--- src/rtl/olc_pkg.sv ---
package olc_pkg;
  localparam int OLC_PAGES = 2;
  localparam logic [7:0] OLC_CMD_SLOPE = 8'h28;
  localparam logic [7:0] OLC_CMD_FLOOR = 8'h2B;
  localparam logic [7:0] OLC_CMD_OV = 8'h40;
  localparam logic [7:0] OLC_CMD_UV = 8'h44;
  localparam logic [7:0] OLC_CMD_OT = 8'h4F;
  localparam logic [7:0] OLC_CMD_COMMIT = 8'h64;
  localparam logic [15:0] OLC_SLOPE_RST = 16'h0000;
  localparam logic [15:0] OLC_FLOOR_RST = 16'h0000;
  localparam logic [15:0] OLC_OV_RST = 16'h076C;
  localparam logic [15:0] OLC_UV_RST = 16'h0000;
  localparam logic [15:0] OLC_OT_RST = 16'h007D;
  localparam logic [15:0] OLC_TARGET_RST = 16'h0000;
  localparam logic [15:0] OLC_RDATA_RST = 16'h0000;
  localparam logic [15:0] OLC_SLOPE_MAX = 16'h0640;
  localparam logic [15:0] OLC_OT_MAX = 16'h07D0;

  typedef struct packed {
    logic [15:0] slope;
    logic [15:0] floor_mv;
    logic [15:0] ov;
    logic [15:0] uv;
    logic [15:0] ot;
  } olc_page_t;

  typedef struct packed {
    logic [15:0] slope;
    logic [15:0] ov;
  } olc_active_t;

  typedef struct packed {
    logic wr;
    logic rd;
    logic page;
    logic [7:0] cmd;
    logic [15:0] wdata;
  } olc_req_t;

  typedef struct packed {
    logic ramping;
    logic enabled;
    logic [15:0] vout_mv;
    logic [15:0] temp_c;
    logic [15:0] target_mv;
  } olc_meas_t;

  typedef struct packed {
    olc_page_t [OLC_PAGES-1:0] page;
    olc_active_t [OLC_PAGES-1:0] act;
    logic [15:0] rdata;
    logic rvalid;
    logic cmd_ok;
    logic [OLC_PAGES-1:0] ov_fault;
    logic [OLC_PAGES-1:0] uv_fault;
    logic [OLC_PAGES-1:0] ot_fault;
    logic [OLC_PAGES-1:0][15:0] target;
  } olc_state_t;
endpackage

--- src/rtl/olc_regs.sv ---
`timescale 1ns/10ps
// Functional notes
// - slope held 16-bit, 10 uV/A per count, reset 0000h, range 0..16 mV/A; writes outside it are stored without clamping
// - slope and overvoltage writes take effect only after commit command
// - output target never below stored floor of the cycle before, in mV; floor resets 0000h
// - overvoltage threshold stored in mV, reset 076Ch (1900 mV)
// - undervoltage fault masked while ramping or disabled; threshold resets zero
// - over-temperature limit in degrees C, reset 007Dh, values up to 2000; larger writes are stored without clamping
// - all settings per page, two-byte read/write two's-complement words
module olc_regs import olc_pkg::*; (
  input wire logic sys_clk_in,
  input wire logic reset_in,
  input wire olc_req_t req_in,
  input wire olc_meas_t [OLC_PAGES-1:0] meas_in,
  output logic [15:0] rdata_out,
  output logic rvalid_out,
  output logic cmd_ok_out,
  output logic [OLC_PAGES-1:0][15:0] target_out,
  output logic [OLC_PAGES-1:0] ov_fault_out,
  output logic [OLC_PAGES-1:0] uv_fault_out,
  output logic [OLC_PAGES-1:0] ot_fault_out,
  output logic [OLC_PAGES-1:0][15:0] active_slope_out,
  output logic [OLC_PAGES-1:0][15:0] active_ov_out
);

  olc_state_t s_reg;
  olc_state_t s_next;

  function automatic logic is_known(input logic [7:0] c);
    is_known = (c == OLC_CMD_SLOPE) || (c == OLC_CMD_FLOOR) || (c == OLC_CMD_OV) ||
               (c == OLC_CMD_UV) || (c == OLC_CMD_OT) || (c == OLC_CMD_COMMIT);
  endfunction

  function automatic logic sgt(input logic [15:0] a, input logic [15:0] b);
    sgt = $signed(a) > $signed(b);
  endfunction

  ////////////////////////////////////////////////////////////////////////////
  always_comb begin
    s_next = s_reg;
    s_next.rvalid = 1'b0;
    s_next.cmd_ok = 1'b0;
    if (req_in.wr) begin
      s_next.cmd_ok = is_known(req_in.cmd);
      unique case (req_in.cmd)
        OLC_CMD_SLOPE: s_next.page[req_in.page].slope = req_in.wdata;
        OLC_CMD_FLOOR: s_next.page[req_in.page].floor_mv = req_in.wdata;
        OLC_CMD_OV: s_next.page[req_in.page].ov = req_in.wdata;
        OLC_CMD_UV: s_next.page[req_in.page].uv = req_in.wdata;
        OLC_CMD_OT: s_next.page[req_in.page].ot = req_in.wdata;
        OLC_CMD_COMMIT: begin
          // commit moves staged slope and ov of the addressed page into use
          s_next.act[req_in.page].slope = s_reg.page[req_in.page].slope;
          s_next.act[req_in.page].ov = s_reg.page[req_in.page].ov;
        end
        default: s_next.cmd_ok = 1'b0;
      endcase
    end else if (req_in.rd) begin
      s_next.rvalid = 1'b1;
      s_next.cmd_ok = is_known(req_in.cmd) && (req_in.cmd != OLC_CMD_COMMIT);
      unique case (req_in.cmd)
        OLC_CMD_SLOPE: s_next.rdata = s_reg.page[req_in.page].slope;
        OLC_CMD_FLOOR: s_next.rdata = s_reg.page[req_in.page].floor_mv;
        OLC_CMD_OV: s_next.rdata = s_reg.page[req_in.page].ov;
        OLC_CMD_UV: s_next.rdata = s_reg.page[req_in.page].uv;
        OLC_CMD_OT: s_next.rdata = s_reg.page[req_in.page].ot;
        default: s_next.rdata = 16'h0000;
      endcase
    end
    for (int p = 0; p < OLC_PAGES; p++) begin
      // floor clamp uses the live floor; signed compare per two's-complement format
      s_next.target[p] = sgt(s_reg.page[p].floor_mv, meas_in[p].target_mv) ?
                         s_reg.page[p].floor_mv : meas_in[p].target_mv;
      s_next.ov_fault[p] = sgt(meas_in[p].vout_mv, s_reg.act[p].ov);
      s_next.ot_fault[p] = sgt(meas_in[p].temp_c, s_reg.page[p].ot);
      s_next.uv_fault[p] = meas_in[p].enabled && !meas_in[p].ramping &&
                           sgt(s_reg.page[p].uv, meas_in[p].vout_mv);
    end
  end

  always_ff @(posedge sys_clk_in) begin
    if (reset_in) begin
      for (int p = 0; p < OLC_PAGES; p++) begin
        s_reg.page[p] <= '{OLC_SLOPE_RST, OLC_FLOOR_RST, OLC_OV_RST, OLC_UV_RST, OLC_OT_RST};
        s_reg.act[p] <= '{OLC_SLOPE_RST, OLC_OV_RST};
        s_reg.target[p] <= OLC_TARGET_RST;
      end
      s_reg.rdata <= OLC_RDATA_RST;
      s_reg.rvalid <= 1'b0;
      s_reg.cmd_ok <= 1'b0;
      s_reg.ov_fault <= '0;
      s_reg.uv_fault <= '0;
      s_reg.ot_fault <= '0;
    end else begin
      s_reg <= s_next;
    end
  end

  ////////////////////////////////////////////////////////////////////////////
  always_comb begin
    rdata_out = s_reg.rdata;
    rvalid_out = s_reg.rvalid;
    cmd_ok_out = s_reg.cmd_ok;
    target_out = s_reg.target;
    ov_fault_out = s_reg.ov_fault;
    uv_fault_out = s_reg.uv_fault;
    ot_fault_out = s_reg.ot_fault;
    for (int p = 0; p < OLC_PAGES; p++) begin
      active_slope_out[p] = s_reg.act[p].slope;
      active_ov_out[p] = s_reg.act[p].ov;
    end
  end
endmodule

--- config.mk ---
export PLATFORM = sky130hd
export DESIGN_NAME = olc_regs
export DESIGN_NICKNAME = d
export VERILOG_FILES = /design/src/rtl/olc_pkg.sv /design/src/rtl/olc_regs.sv
export SDC_FILE = /design/constraint.sdc
export NUM_CORES = 1
export LEC_CHECK = 0
export BUFFER_PORTS_ARGS = -buffer_cell sky130_fd_sc_hd__buf_2
export CAP_MARGIN = 30
export CELL_PAD_IN_SITES_DETAIL_PLACEMENT = 0
export CELL_PAD_IN_SITES_GLOBAL_PLACEMENT = 1
export CORE_UTILIZATION = 46
export CTS_CLUSTER_SIZE = 30
export DETAILED_ROUTE_END_ITERATION = 6
export MAX_ROUTING_LAYER = met4
export PLACE_DENSITY_LB_ADDON = 0.1
export SLEW_MARGIN = 20
export SYNTH_ARGS = -nofsm -noshare
export SYNTH_HDL_FRONTEND = slang
export SYNTH_SLANG_ARGS = --single-unit
--- constraint.sdc ---
create_clock -name sys_clk_in -period 4.8 [get_ports sys_clk_in]
set_clock_uncertainty 0.15 [all_clocks]
set_input_delay 0.24 -clock sys_clk_in [delete_from_list [all_inputs] [get_ports sys_clk_in]]
set_output_delay 0.24 -clock sys_clk_in [all_outputs]
set_load 0.05 [all_outputs]
==> summary.txt <==
Synthesis
  • Cell area after synthesis: 15,410 um2
  • Mapped Nets: 2,116
  • Post-synth EDFFs: 0
  • Sequential fraction of the synthesis area: a little over a third
  • Post-synth ARST share: 0%
  • Mapped Cells: around 1,900
  • Distinct cell type count after synthesis: 57
  • #FFs+latches synth: 280
  • Yosys top cell by area: dfxtp_1
  • Top-area cell type share of the netlist area: approximately 36%
  • Mean Syn Cell Area: slightly above 8 um2
  • Synth warn: 0
  • Ranking of synthesized cells by area: dfxtp_1, ha_1, mux2i_1
  • Main synth FF type: dfxtp_1

Pwr
  • Power Total: roughly 5.4 mW
  • Power Dens Cells: approximately 310 nW/um2
  • Worst ir drop on vdd: 0.1943 mV
  • Lkg Pwr: 7.679 nW

Worst setup path
  • Crit path kind: flop to flop
  • R2r setup slk: about 2000 ps
  • RR Startpoint: s_reg[261]$_SDFFE_PP0P_
  • Crit path DAT: 3050 ps
  • CP max FO: 10
  • Critical Path RT: a little over 5000 ps
  • CP peak stage delay: 650 ps
  • Worst r2r path cells: 8
  • R2R Path End: target_out[27]$_SDFF_PP0_
  • Worst path cell trace: ha_1, and4_1, nand2_1, a211oi_1, nor4_1, a221oi_2, buf_4, mux2i_1
  • Worst setup EP type: flop
  • Crit-path slowest cell: a221oi_2
  • Startpoint Class: flop

Place
  • Post-DP HPWL: 36,710 um
  • Buffers on Ports: roughly 250
  • Routability-driven placement congestion ratio: between 0.9 and 1
  • Cell total after placement: 2,334
  • Worst slack at placement: 1904 ps

STA
  • Max frequency: between 300 and 400 MHz
  • RSZ-0062 raised after global routing: no
  • Worst hold slack: 20.27 ps
  • Final Max Tran Viols: 0
  • Fin Setup TNS: 0 ps
  • Worst Tran Pin Value: 946.9 ps
  • Setup violators final: 0
  • Relative max-transition margin: 36.74%
  • Final Hold Vio Count: 0
  • Post-route minimum period: about 2800 ps
  • Period utilisation layout: a little under three fifths
  • Fin worst setup slack: just over 2000 ps

Clocking
  • Resized cells post-CTS: 0
  • TritonCTS clock tree: yes
  • Clock latency on the worst-skew pair: about 520 ps
  • Total clock sinks: 280
  • H-tree lvl count: 2
  • Bufs on Longest Clock Path: 3
  • Root Driver: clkbuf_16
  • Num CTS Buffers: 34
  • Clk slew on worst S/H paths: ~60 ps

Route
  • Total Wirelength: ~50,000 um
  • Drt via density: ~5.4
  • Routed len/inst: just over 20 um
  • DRC: 0
  • First-pass DRT Iterations: 7
  • Detail Route Antenna Nets: 0
  • Vias after detailed routing: 13,200
  • Initial DRC Count: 908

Die
  • Die width: approximately 190 um
  • Starting Density: 47.01%
  • Core footprint: 32,780 um2
  • Row Count: between 60 and 70
  • Die Height: 185.0 um
  • Total die area: 34,240 um2
  • I/O pin count: ~250

GRT
  • Grt ovf: 0
  • Largest net degree at the start of global routing: between 100 and 150
  • Global-route wire length before repair: 74,410 um
  • Vias in the first global route: roughly 12,000
  • Initial antenna violation count: 1
  • GRT Total Usage: 30.00%

Worst hold path
  • Hold EP: cmd_ok_out$_SDFF_PP0_
  • Hold path depth: 3
  • Worst Hold Class: input pin to flop
  • Hold wc startpoint: req_in[25]

Final layout
  • Commonest non-fill, non-tap cell in the layout: dfxtp_1
  • Final Non-Filler Cells: ~2,400
  • Most frequent cells in the layout: dfxtp_1, nand2_1, buf_2
  • Largest register FFs: 160
  • Final #Nets: 2,224
  • Layout area overhead: 13.08%
  • Share of cells above drive strength 1: 17.09%
  • Layout fillers: ~3,200

Status
  • Status: complete, no violations

Run
  • Maxcap violations: 0
## cell usage after synthesis, types with 2 or more instances
library cell / number
a221oi_1: 30
o211ai_1: 7
nor2_1: 154
inv_1: 137
nor2b_1: 25
nor2_2: 5
a2111oi_0: 8
nor3_1: 28
dfxtp_1: 280
buf_6: 7
a211oi_1: 4
and3_1: 4
a21o_1: 20
mux2i_1: 126
nor4_1: 3
a211o_1: 41
nor4b_1: 4
buf_4: 120
o221ai_1: 2
nand2b_1: 35
ha_1: 128
or2_2: 7
or3_1: 2
o21ai_0: 42
nand4_1: 24
nand3b_1: 5
and4_1: 5
nand3_1: 15
a21oi_1: 166
buf_2: 26
o22ai_1: 11
a22oi_1: 16
o21a_1: 9
clkbuf_1: 73
nor3b_1: 2
nand2_1: 267
## worst max path at each step
stage                                       start                        end  slack (ps)  cells after the start
final                     s_reg[261]$_SDFFE_PP0P_  target_out[27]$_SDFF_PP0_        2040                      8
after detailed placement               req_in[21]    s_reg[210]$_SDFFE_PP0P_        1900                      6
after floorplan           s_reg[263]$_SDFFE_PP0P_  target_out[16]$_SDFF_PP0_        2440                      8
after global routing      s_reg[263]$_SDFFE_PP0P_  target_out[25]$_SDFF_PP0_        1820                      8
after global placement                 req_in[21]    s_reg[235]$_SDFFE_PP1P_        1760                      7
after CTS                 s_reg[261]$_SDFFE_PP0P_  target_out[19]$_SDFF_PP0_        2020                      8
## through the flow
| stage | cell area, um2 | utilization, % |
|---|---|---|
| finish | 17430 | 53.16 |
| global route | 17430 | 53.16 |
| CTS | 17410 | 53.10 |
| detailed placement | 15950 | 48.65 |
| global placement | 15910 | 48.52 |
| floorplan | 15410 | - |
## power by group
part | switching, mW | total [mW] | leakage [nW] | internal, mW
clock network | 1.03 | 2.51 | 0.524 | 1.47
registers | 0.0127 | 2.36 | 2.27 | 2.35
logic | 0.344 | 0.519 | 4.89 | 0.175
total | 1.39 | 5.39 | 7.68 | 4.00
## timing repair
item / in CTS / in global routing
endpoints found under the hold margin: 36 / 0
buffers inserted: 0 / 0
hold buffers: 38 / 0
## routing by layer
metal	GRT usage, %	up-vias	share of wire, %
met2	46.57	469	45
li1	-	6445	-
met4	9.256	0	2.8
met1	39.22	6199	45
met3	5.859	85	7.3
met5	-	-	0
## critical path: cells and delay by family, from the launching register on
kind                       cells  cell delay (ps)
AOI/OAI and AO/OA              2              880
adders and majority gates      1              340
buffers and inverters          1              340
DFF                            1              390
muxes                          1              200
and+or+nand+nor                3              390
## final cells by class
| type | count | area, um2 | area share [%] |
|---|---|---|---|
| clock buffers | 48 | 973.4 | 5.586 |
| well taps | 442 | 553.0 | 3.173 |
| repair buffers | 300 | 1754 | 10.07 |
| diodes | 1 | 2.502 | 0.01436 |
| inverters | 137 | 514.2 | 2.951 |
| multi-input cells | 1214 | 7918 | 45.43 |
| clock inverters | 11 | 106.4 | 0.6103 |
| flip-flops and latches | 280 | 5605 | 32.17 |
## cell families (layout without fill, tap and decap cells)
family | Yosys count | in the layout | share of synthesized area (%)
simple gates | 595 | 595 | 17.52
mux | 126 | 126 | 8.184
flops | 280 | 280 | 36.37
fa+ha+maj | 128 | 128 | 10.39
buf+inv | 365 | 496 | 12.44
compound gates | 365 | 365 | 15.09
other cells | 0 | 1 | 0
Power figures use the tool's default switching activity.
